## src/core/tmr_regs.svh

```systemverilog
// register offsets, bit positions and reset values of the timer control block
// assumes byte-wide special function register addressing from the core
`ifndef TMR_REGS_SVH
`define TMR_REGS_SVH

`define TMR_TIMER_CONTROL_ADDR 8'h88
`define TMR_TIMER_MODE_ADDR 8'h89
`define TMR_TIMER_CONTROL_RST 8'h00
`define TMR_TIMER_MODE_RST 8'h00
`define TMR_COUNT_RST 8'h00

// bit address window of timer_control: upper five bits of a bit address
`define TMR_TC_BIT_BASE 5'h11

// timer_control fields
`define TMR_TC_TFB 7
`define TMR_TC_TRB 6
`define TMR_TC_TFA 5
`define TMR_TC_TRA 4
`define TMR_TC_IEA 1
`define TMR_TC_ITA 0

// timer_mode fields
`define TMR_TM_MODEB_HI 5
`define TMR_TM_MODEB_LO 4
`define TMR_TM_GATEA 3
`define TMR_TM_SRCA 2
`define TMR_TM_MODEA_HI 1
`define TMR_TM_MODEA_LO 0

`endif

```

## src/core/tmr_pkg.sv

```systemverilog
// types shared by the timer control block
// assumes nothing of its surroundings
package tmr_pkg;

  typedef enum logic [1:0] {
    TMR_MODE_13BIT = 2'b00,
    TMR_MODE_16BIT = 2'b01,
    TMR_MODE_RELOAD8 = 2'b10,
    TMR_MODE_SPLIT = 2'b11
  } tmr_mode_t;

  typedef struct packed {
    logic timer_b_overflow_flag;
    logic timer_b_run;
    logic timer_a_overflow_flag;
    logic timer_a_run;
    logic ext_irq_a_edge_flag;
    logic ext_irq_a_trigger_select;
  } tmr_timer_control_t;

  typedef struct packed {
    tmr_mode_t timer_b_mode;
    logic timer_a_pin_gating;
    logic timer_a_source_select;
    tmr_mode_t timer_a_mode;
  } tmr_timer_mode_t;

  // result of one count step of a timer pair
  typedef struct packed {
    logic [7:0] low;
    logic [7:0] high;
    logic ovf;
  } tmr_cnt_t;

  typedef struct packed {
    tmr_timer_control_t timer_control;
    tmr_timer_mode_t timer_mode;
    logic [7:0] tl_a;
    logic [7:0] th_a;
    logic [7:0] tl_b;
    logic [7:0] th_b;
    logic [7:0] rdata;
  } tmr_core_state_t;

endpackage

```

## src/core/tmr_ifs.sv

```systemverilog
// interfaces between the timer control top and its helper modules
// assumes all parties run on mclk
interface tmr_pin_if;
  logic level;
  logic fall;
  modport src(output level, output fall);
  modport dst(input level, input fall);
endinterface

interface tmr_wr_if;
  logic [7:0] ctl_mask;
  logic [7:0] ctl_data;
  logic mode_we;
  logic [7:0] mode_data;
  modport src(output ctl_mask, output ctl_data, output mode_we, output mode_data);
  modport dst(input ctl_mask, input ctl_data, input mode_we, input mode_data);
endinterface

```

## src/core/tmr_core.sv

```systemverilog
// control and count logic of two timer/counters behind special function registers
// assumes a core that issues one-cycle read, write and interrupt vector strobes on mclk
// assumes both pins are asynchronous to mclk and the count bytes are loaded elsewhere
//
// Summary of operation
// (RULE1) timer B overflow sets its flag; vectoring to its handler clears it
// (RULE2) timer A overflow sets its flag; vectoring to its handler clears it
// (RULE3) timer B counts while its run bit is one, holds otherwise
// (RULE4) timer A counts while its run bit is one, halts otherwise
// (RULE5) an active edge on the interrupt A pin sets its edge flag
// (RULE6) trigger select one means edge triggered, zero means level triggered
// (RULE7) interrupt B edge flag and trigger select do not exist; bits dead
// (RULE8) run and gating set: timer A counts only while interrupt A pin high
// (RULE9) gating clear: timer A counts whenever its run bit is one
// (RULE10) source select zero counts system clock, one counts count pin A
// (RULE11) timer B gating and source select do not exist; bits dead
// (RULE12) two-bit mode: 13-bit, 16-bit, 8-bit reload, split
// (RULE13) timer B mode sits in mode register bits five and four
// (RULE14) timer A mode sits in mode register bits one and zero
// (RULE15) split: timer A low byte counts under timer A's own controls
// (RULE16) split: timer A high byte counts under timer B run and flag
// (RULE17) timer B in split mode holds both of its count bytes
// (RULE18) reload mode: low byte counts, high byte reloads it on overflow
// (RULE19) all count bytes reset to zero
// (RULE20) one count per selected event; wrap from all ones raises overflow
// (RULE21) control register bit addressable, mode register byte access only
module tmr_core (
  input wire logic mclk,
  input wire logic arst_n,
  input wire logic tmr_rst,
  input wire logic [7:0] sfr_addr,
  input wire logic sfr_wr,
  input wire logic sfr_rd,
  input wire logic [7:0] sfr_wdata,
  input wire logic sfr_bit_wr,
  input wire logic [7:0] sfr_bit_addr,
  input wire logic sfr_bit_wdata,
  input wire logic isr_ack_timer_a,
  input wire logic isr_ack_timer_b,
  input wire logic isr_ack_ext_irq_a,
  input wire logic ext_irq_a_pin,
  input wire logic count_input_pin_a,
  output logic [7:0] sfr_rdata,
  output logic timer_a_overflow_flag,
  output logic timer_b_overflow_flag,
  output logic ext_irq_a_edge_flag,
  output logic [7:0] timer_a_low_byte,
  output logic [7:0] timer_a_high_byte,
  output logic [7:0] timer_b_low_byte,
  output logic [7:0] timer_b_high_byte
);
  import tmr_pkg::*;
  `include "tmr_regs.svh"

  localparam int SYNC_STAGES = 2;

  // the decoder and the field macros must agree with the byte layout the core expects
  if (`TMR_TC_BIT_BASE != (`TMR_TIMER_CONTROL_ADDR >> 3)) begin : g_chk_bit_base
    $error("timer_control bit window does not cover its byte address");
  end
  if ((`TMR_TIMER_CONTROL_ADDR & 8'h07) != 8'h00) begin : g_chk_bit_align
    $error("timer_control must sit on an eight-aligned address for bit access");
  end
  if (`TMR_TIMER_CONTROL_ADDR == `TMR_TIMER_MODE_ADDR) begin : g_chk_addr
    $error("timer_control and timer_mode share one address");
  end
  if (`TMR_TM_MODEB_HI != `TMR_TM_MODEB_LO + 1) begin : g_chk_modeb
    $error("timer B mode field must be two adjacent bits");
  end
  if (`TMR_TM_MODEA_HI != `TMR_TM_MODEA_LO + 1) begin : g_chk_modea
    $error("timer A mode field must be two adjacent bits");
  end
  if (`TMR_TC_TFB > 7 || `TMR_TC_TRB > 7 || `TMR_TC_TFA > 7 || `TMR_TC_TRA > 7 ||
      `TMR_TC_IEA > 7 || `TMR_TC_ITA > 7) begin : g_chk_tc_pos
    $error("timer_control field outside its byte");
  end
  if (`TMR_TM_MODEB_HI > 7 || `TMR_TM_GATEA > 7 || `TMR_TM_SRCA > 7) begin : g_chk_tm_pos
    $error("timer_mode field outside its byte");
  end

  function automatic tmr_timer_control_t timer_control_from(input logic [7:0] b);
    tmr_timer_control_t t;
    t.timer_b_overflow_flag = b[`TMR_TC_TFB];
    t.timer_b_run = b[`TMR_TC_TRB];
    t.timer_a_overflow_flag = b[`TMR_TC_TFA];
    t.timer_a_run = b[`TMR_TC_TRA];
    t.ext_irq_a_edge_flag = b[`TMR_TC_IEA];
    t.ext_irq_a_trigger_select = b[`TMR_TC_ITA];
    return t;
  endfunction

  // bits three and two have no function and read as zero
  function automatic logic [7:0] timer_control_byte(input tmr_timer_control_t t);
    logic [7:0] b;
    b = 8'h00; // RULE7
    b[`TMR_TC_TFB] = t.timer_b_overflow_flag;
    b[`TMR_TC_TRB] = t.timer_b_run;
    b[`TMR_TC_TFA] = t.timer_a_overflow_flag;
    b[`TMR_TC_TRA] = t.timer_a_run;
    b[`TMR_TC_IEA] = t.ext_irq_a_edge_flag;
    b[`TMR_TC_ITA] = t.ext_irq_a_trigger_select;
    return b;
  endfunction

  // bits seven and six have no function; they are dropped on write
  function automatic tmr_timer_mode_t timer_mode_from(input logic [7:0] b);
    tmr_timer_mode_t m;
    m.timer_b_mode = tmr_mode_t'(b[`TMR_TM_MODEB_HI:`TMR_TM_MODEB_LO]); // RULE13 RULE11
    m.timer_a_pin_gating = b[`TMR_TM_GATEA];
    m.timer_a_source_select = b[`TMR_TM_SRCA];
    m.timer_a_mode = tmr_mode_t'(b[`TMR_TM_MODEA_HI:`TMR_TM_MODEA_LO]); // RULE14
    return m;
  endfunction

  function automatic logic [7:0] timer_mode_byte(input tmr_timer_mode_t m);
    logic [7:0] b;
    b = 8'h00; // RULE11
    b[`TMR_TM_MODEB_HI:`TMR_TM_MODEB_LO] = m.timer_b_mode;
    b[`TMR_TM_GATEA] = m.timer_a_pin_gating;
    b[`TMR_TM_SRCA] = m.timer_a_source_select;
    b[`TMR_TM_MODEA_HI:`TMR_TM_MODEA_LO] = m.timer_a_mode;
    return b;
  endfunction

  // hardware set wins over a handler ack or a software clear in the same cycle
  function automatic logic flag_next(input logic set, input logic cur, input logic clr);
    return set | (cur & ~clr);
  endfunction

  // one increment of a timer pair in the given mode
  function automatic tmr_cnt_t count_step(input tmr_mode_t m, input logic [7:0] tl,
                                          input logic [7:0] th);
    tmr_cnt_t r;
    logic [13:0] s13;
    logic [16:0] s16;
    logic [8:0] s8;
    r = '{low: tl, high: th, ovf: 1'b0};
    s13 = {1'b0, th, tl[4:0]} + 14'h0001;
    s16 = {1'b0, th, tl} + 17'h00001;
    s8 = {1'b0, tl} + 9'h001;
    case (m) // RULE12
      TMR_MODE_13BIT: begin
        // upper three low-byte bits are outside the 13-bit count and keep their value
        r.low = {tl[7:5], s13[4:0]};
        r.high = s13[12:5];
        r.ovf = s13[13]; // RULE20
      end
      TMR_MODE_16BIT: begin
        r.low = s16[7:0];
        r.high = s16[15:8];
        r.ovf = s16[16]; // RULE20
      end
      TMR_MODE_RELOAD8: begin
        r.low = s8[8] ? th : s8[7:0]; // RULE18
        r.ovf = s8[8];
      end
      TMR_MODE_SPLIT: begin
        r.low = s8[7:0]; // RULE15
        r.ovf = s8[8];
      end
      default: begin
        r.ovf = 1'b0;
      end
    endcase
    return r;
  endfunction

  localparam tmr_core_state_t ST_RST = '{
    timer_control: timer_control_from(`TMR_TIMER_CONTROL_RST),
    timer_mode: timer_mode_from(`TMR_TIMER_MODE_RST),
    tl_a: `TMR_COUNT_RST,
    th_a: `TMR_COUNT_RST,
    tl_b: `TMR_COUNT_RST,
    th_b: `TMR_COUNT_RST,
    rdata: 8'h00
  };

  tmr_pin_if irq_a_sync ();
  tmr_pin_if cnt_a_sync ();
  tmr_wr_if wr ();

  tmr_pin_in #(.STAGES(SYNC_STAGES), .IDLE(1'b1)) u_irq_a_pin (
    .mclk(mclk),
    .arst_n(arst_n),
    .pin(ext_irq_a_pin),
    .sync(irq_a_sync)
  );

  // count pin idles low so a pin held low at reset is not counted
  tmr_pin_in #(.STAGES(SYNC_STAGES), .IDLE(1'b0)) u_cnt_a_pin (
    .mclk(mclk),
    .arst_n(arst_n),
    .pin(count_input_pin_a),
    .sync(cnt_a_sync)
  );

  tmr_sfr_dec u_dec (
    .sfr_addr(sfr_addr),
    .sfr_wr(sfr_wr),
    .sfr_wdata(sfr_wdata),
    .sfr_bit_wr(sfr_bit_wr),
    .sfr_bit_addr(sfr_bit_addr),
    .sfr_bit_wdata(sfr_bit_wdata),
    .wr(wr)
  );

  tmr_core_state_t st;
  tmr_core_state_t next_st;

  always_comb begin
    logic run_a;
    logic ev_a;
    logic split_a;
    logic set_tf_a;
    logic set_tf_b;
    logic [8:0] th_split;
    logic [7:0] tc_w;
    tmr_timer_control_t tw;
    tmr_cnt_t ca;
    tmr_cnt_t cb;
    run_a = 1'b0;
    ev_a = 1'b0;
    split_a = 1'b0;
    set_tf_a = 1'b0;
    set_tf_b = 1'b0;
    th_split = 9'h000;
    tc_w = 8'h00;
    tw = '0;
    ca = '0;
    cb = '0;
    next_st = st;
    next_st.rdata = 8'h00;

    // timer A enable: run bit, optionally gated by the interrupt pin level
    run_a = st.timer_control.timer_a_run & // RULE4
            (~st.timer_mode.timer_a_pin_gating | irq_a_sync.level); // RULE8 RULE9
    ev_a = st.timer_mode.timer_a_source_select ? cnt_a_sync.fall : 1'b1; // RULE10
    split_a = st.timer_mode.timer_a_mode == TMR_MODE_SPLIT;

    ca = count_step(st.timer_mode.timer_a_mode, st.tl_a, st.th_a);
    if (run_a && ev_a) begin // RULE20
      next_st.tl_a = ca.low;
      if (!split_a) begin
        next_st.th_a = ca.high;
      end
      set_tf_a = ca.ovf;
    end

    // split: timer A high byte runs on the system clock under timer B's run bit
    th_split = {1'b0, st.th_a} + 9'h001;
    if (split_a && st.timer_control.timer_b_run) begin // RULE16
      next_st.th_a = th_split[7:0];
    end

    // timer B has no gate or source choice: it counts the system clock
    cb = count_step(st.timer_mode.timer_b_mode, st.tl_b, st.th_b);
    if (st.timer_control.timer_b_run && st.timer_mode.timer_b_mode != TMR_MODE_SPLIT) begin // RULE3 RULE17
      next_st.tl_b = cb.low;
      next_st.th_b = cb.high;
    end

    // while timer A is split its high byte owns timer B's flag
    if (split_a) begin
      set_tf_b = st.timer_control.timer_b_run & th_split[8]; // RULE16
    end else begin
      set_tf_b = st.timer_control.timer_b_run && st.timer_mode.timer_b_mode != TMR_MODE_SPLIT && cb.ovf;
    end

    // software write merged first; hardware set then wins over any clear
    tc_w = (timer_control_byte(st.timer_control) & ~wr.ctl_mask) | (wr.ctl_data & wr.ctl_mask);
    tw = timer_control_from(tc_w);
    next_st.timer_control = tw;
    next_st.timer_control.timer_b_overflow_flag = flag_next(set_tf_b, // RULE1
                                                   tw.timer_b_overflow_flag, isr_ack_timer_b);
    next_st.timer_control.timer_a_overflow_flag = flag_next(set_tf_a, // RULE2
                                                   tw.timer_a_overflow_flag, isr_ack_timer_a);
    if (st.timer_control.ext_irq_a_trigger_select) begin // RULE6
      next_st.timer_control.ext_irq_a_edge_flag = flag_next(irq_a_sync.fall, // RULE5
                                                   tw.ext_irq_a_edge_flag, isr_ack_ext_irq_a);
    end else begin
      // level mode: the flag follows the active-low pin and cannot be cleared
      next_st.timer_control.ext_irq_a_edge_flag = ~irq_a_sync.level; // RULE6
    end

    if (wr.mode_we) begin // RULE21
      next_st.timer_mode = timer_mode_from(wr.mode_data);
    end

    if (sfr_rd) begin
      case (sfr_addr)
        `TMR_TIMER_CONTROL_ADDR: next_st.rdata = timer_control_byte(st.timer_control);
        `TMR_TIMER_MODE_ADDR: next_st.rdata = timer_mode_byte(st.timer_mode);
        default: next_st.rdata = 8'h00;
      endcase
    end

    // timer reset returns every register to its power-on value
    if (tmr_rst) begin
      next_st = ST_RST; // RULE19
    end
  end

  always_ff @(posedge mclk or negedge arst_n) begin
    if (!arst_n) begin
      st <= ST_RST; // RULE19
    end else begin
      st <= next_st;
    end
  end

  assign sfr_rdata = st.rdata;
  assign timer_a_overflow_flag = st.timer_control.timer_a_overflow_flag;
  assign timer_b_overflow_flag = st.timer_control.timer_b_overflow_flag;
  assign ext_irq_a_edge_flag = st.timer_control.ext_irq_a_edge_flag;
  assign timer_a_low_byte = st.tl_a;
  assign timer_a_high_byte = st.th_a;
  assign timer_b_low_byte = st.tl_b;
  assign timer_b_high_byte = st.th_b;

endmodule

```

## src/core/tmr_pin_in.sv

```systemverilog
// synchroniser and falling edge detector for one asynchronous input pin
// assumes the pin is unrelated to mclk
module tmr_pin_in #(
  parameter int STAGES = 2,
  parameter logic IDLE = 1'b1
) (
  input wire logic mclk,
  input wire logic arst_n,
  input wire logic pin,
  tmr_pin_if.src sync
);

  typedef struct packed {
    logic [STAGES-1:0] chain;
    logic last;
  } tmr_pin_state_t;

  tmr_pin_state_t st;
  tmr_pin_state_t next_st;

  if (STAGES < 2) begin : g_chk
    $error("tmr_pin_in needs at least two synchroniser stages");
  end

  // chain[0] is the metastable stage; only chain[1] reads it
  always_comb begin
    next_st = st;
    next_st.chain = {st.chain[STAGES-2:0], pin};
    next_st.last = st.chain[STAGES-1];
  end

  // idle level at reset keeps a quiet pin from faking an edge
  always_ff @(posedge mclk or negedge arst_n) begin
    if (!arst_n) begin
      st <= '{chain: {STAGES{IDLE}}, last: IDLE};
    end else begin
      st <= next_st;
    end
  end

  assign sync.level = st.chain[STAGES-1];
  assign sync.fall = st.last & ~st.chain[STAGES-1];

endmodule

```

## src/core/tmr_sfr_dec.sv

```systemverilog
// address decode of byte and bit writes from the core
// assumes write strobes are single-cycle pulses on mclk
module tmr_sfr_dec (
  input wire logic [7:0] sfr_addr,
  input wire logic sfr_wr,
  input wire logic [7:0] sfr_wdata,
  input wire logic sfr_bit_wr,
  input wire logic [7:0] sfr_bit_addr,
  input wire logic sfr_bit_wdata,
  tmr_wr_if.src wr
);
  `include "tmr_regs.svh"

  always_comb begin
    wr.ctl_mask = 8'h00;
    wr.ctl_data = 8'h00;
    // a byte write wins over a bit write in the same cycle
    if (sfr_wr && sfr_addr == `TMR_TIMER_CONTROL_ADDR) begin
      wr.ctl_mask = 8'hff;
      wr.ctl_data = sfr_wdata;
    end else if (sfr_bit_wr && sfr_bit_addr[7:3] == `TMR_TC_BIT_BASE) begin // RULE21
      wr.ctl_mask[sfr_bit_addr[2:0]] = 1'b1;
      wr.ctl_data = {8{sfr_bit_wdata}};
    end
    // timer_mode has no bit addresses: byte writes only
    wr.mode_we = sfr_wr && sfr_addr == `TMR_TIMER_MODE_ADDR; // RULE21
    wr.mode_data = sfr_wdata;
  end

endmodule

```

## config.mk

```make
export PLATFORM = sky130hd
export DESIGN_NAME = tmr_core
export DESIGN_NICKNAME = d
export VERILOG_FILES = /design/src/core/tmr_pkg.sv /design/src/core/tmr_ifs.sv /design/src/core/tmr_core.sv /design/src/core/tmr_pin_in.sv /design/src/core/tmr_sfr_dec.sv
export VERILOG_INCLUDE_DIRS = /design/src /design/src/core
export SDC_FILE = /design/constraint.sdc
export NUM_CORES = 1
export LEC_CHECK = 0
export BUFFER_PORTS_ARGS = -buffer_cell sky130_fd_sc_hd__buf_2
export CAP_MARGIN = 20
export CORE_ASPECT_RATIO = 2
export CORE_MARGIN = 8
export CORE_UTILIZATION = 40
export CTS_CLUSTER_DIAMETER = 60
export CTS_CLUSTER_SIZE = 8
export DETAILED_ROUTE_END_ITERATION = 12
export PLACE_DENSITY = 0.62
export SLEW_MARGIN = 25
export SYNTH_ARGS = -nofsm -noshare
export SYNTH_HDL_FRONTEND = slang
export SYNTH_SLANG_ARGS = --single-unit
export TNS_END_PERCENT = 20
```

## constraint.sdc

```tcl
create_clock -name mclk -period 4.7 [get_ports mclk]
set_input_delay 0.94 -clock mclk [delete_from_list [all_inputs] [get_ports mclk]]
set_output_delay 0.94 -clock mclk [all_outputs]
set_load 0.05 [all_outputs]
```

==> impl_metrics.json <==
{
  "antenna_found_initial": 0,
  "clk_pin_slew_ns": 0.05,
  "syn-cell-area_sq_um": 3620,
  "die_h_um": 150,
  "std_cell_rows": 49,
  "fin_ws_ns": 2.00,
  "cts_sinks": 58,
  "clk-insertion-delay-late_ns": 0.33,
  "diodes": 0,
  "initial_core_util": 0.407,
  "finalMaxSlewViolations": 0,
  "synthArstFlopShare": 1.00,
  "cts_buffer_depth": 2,
  "core_area_sq_um": 8890,
  "ir_drop_mv": 0.222,
  "ys_warn_count": 0,
  "utilization": 0.458,
  "powerDensity_nw_per_um2": 295,
  "grt_pass1_vias": 3319,
  "fmax_ghz": 0.371,
  "grt_pass1_wl_mm": 16.4,
  "post-place-ws_ns": 1.66,
  "synth_edf_count": 0,
  "finalSetupTns_ns": 0,
  "numCtsBuffers": 9,
  "max_cap_viol_count": 0,
  "grt_max_degree": 40,
  "die_x_um": 83.2,
  "r2r_slack_ns": 2.45,
  "synthDistinctLibCells": 58,
  "hpwl_mm": 7.47,
  "r2r_start": "timer_a_low_byte[0]",
  "ios": 79,
  "required_ns": 4.94,
  "rsz0062_at_grt": "false",
  "hold_viol": 0,
  "gp_congestion": 0.862,
  "layout-drive-gt1-share": 0.248,
  "viasPerCell": 5.86,
  "multi_input_area_sq_um": 1750,
  "min-delay-start": "u_irq_a_pin.next_st[2]",
  "cts_tree": "yes",
  "final_common_cell": "buf_2",
  "overflow": 0,
  "critical_path_class": "in -> reg",
  "netlist_instances": 402,
  "yosysSeqAreaShare": 0.402,
  "hold_buffers": 0,
  "hold_path_class": "reg -> reg",
  "firstDrtPassIters": 5,
  "crit_path_end_kind": "flop",
  "crit_start": "tmr_rst",
  "syn2layout_area_growth_pct": 12.7,
  "drt_iter0_drc": 216,
  "setup_viol": 0,
  "die_area_sq_um": 12500,
  "track_usage": 0.163,
  "avgSynthCellArea_sq_um": 8.99,
  "cp_slowest_cell": "buf_2",
  "tightest_slew_ns": 0.795,
  "slowest_delay_ns": 0.60,
  "relSlewSlack": 0.470,
  "wire_per_inst_um": 18.5,
  "drt_wl_total_mm": 10.1,
  "crit_chain": "buf_2 -> inv_1 -> nand2_1 -> o211ai_1 -> or4_1 -> a21oi_1",
  "regArea_sq_um": 1460,
  "clockRootBuffer": "clkbuf_16",
  "start_kind": "input pin",
  "ant_nets": 0,
  "fin_crit_sh": 0.574,
  "route.detailed.drc": 0,
  "worstPathArrival_ns": 2.94,
  "portBuffers": 78,
  "status": "finished clean",
  "p_leak_uw": 0.00181,
  "post-route-min-period_ns": 2.70,
  "final_cell_mix": "buf_2, dfrtp_1, nor2_1",
  "skew_ns": 0.00571,
  "ys.flop_type": "dfrtp_1",
  "post-cts-setup-buffer-count": 0,
  "ctsResizeCount": 0,
  "synth.net_count": 441,
  "yosys_register_bits": 58,
  "htreeDepth": 3,
  "cp_max_fo": 39,
  "fin_nets": 477,
  "num-fill-cells": 891,
  "vias": 3196
}
==> synth_stat cells, types with 11 or more instances <==
cell type,n,area [sq um]
buf_4,40,300
inv_1,11,41.3
o21ai_0,24,120
nor3_1,15,75.1
a211oi_1,13,97.6
clkbuf_1,12,45.0
mux2i_1,18,180
nand3_1,11,55.1
dfrtp_1,55,1380
nor2_1,41,154
nand2_1,26,97.6
a21oi_1,24,120
==> cell type report <==
cell class	instances	share of cell area
flip-flops and latches	58	0.357
inverters	11	0.0101
repair buffers	80	0.0995
clock inverters	4	0.00614
well taps	102	0.0313
multi-input cells	278	0.430
clock buffers	12	0.0654
==> routing by layer <==
metal	part of all wire	GRT usage
met5	0	0
met4	0.037	0.107
met3	0.042	0.0450
met2	0.56	0.305
met1	0.36	0.149
==> state kept, by name, summed over array words and instances (netlist names) <==
signal                  cells
ext_irq_a_edge_flag         1
sfr_rdata                   8
st                          9
timer_a_high_byte           8
timer_a_low_byte            8
timer_a_overflow_flag       1
timer_b_high_byte           8
timer_b_low_byte            8
timer_b_overflow_flag       1
u_cnt_a_pin.next_st         1
u_cnt_a_pin.st              1
u_cnt_a_pin.sync.level      1
u_irq_a_pin.next_st         1
u_irq_a_pin.st              1
u_irq_a_pin.sync.level      1
==> power by group <==
part	switching [uW]	total [uW]	leakage, uW	internal [uW]
registers	4.91	511	0.000791	506
logic	40.5	59.9	0.000875	19.4
clock network	232	630	0.000141	397
==> metrics by stage <==
stage               hold slack [ns]  cells  area [sq um]  power [uW]
floorplan                     0.331    402          3620         547
global placement              0.348    529          3780         579
detailed placement            0.356    529          3780         580
CTS                           0.364    545          4070        1210
global route                  0.364    545          4070        1240
finish                        0.364    545          4070        1200
==> kinds of logic after synthesis <==
logic type / count (synthesis) / share of synthesized area
mux: 18 / 0.0498
fa+ha+maj: 3 / 0.0104
compound gates: 101 / 0.181
xor+xnor: 8 / 0.0194
flops: 58 / 0.402
buf+inv: 66 / 0.113
simple gates: 148 / 0.225
==> worst paths after layout <==
kind / end / cells after the start
worst max-delay path: timer_a_high_byte[5] / 6
worst min-delay path: u_irq_a_pin.sync.level / 0
worst max register to register: timer_a_high_byte[4] / 6
worst min register to register: u_irq_a_pin.sync.level / 0
max in group asynchronous: timer_a_high_byte[2] / 2
min in group asynchronous: st[42] / 1
==> worst max-delay path, delay by kind of cell <==
family,cells,cell delay (ns)
buf+inv,2,1.01
simple gates,2,0.62
compound gates,2,0.34
No activity file was read; power rests on OpenSTA's default activity.
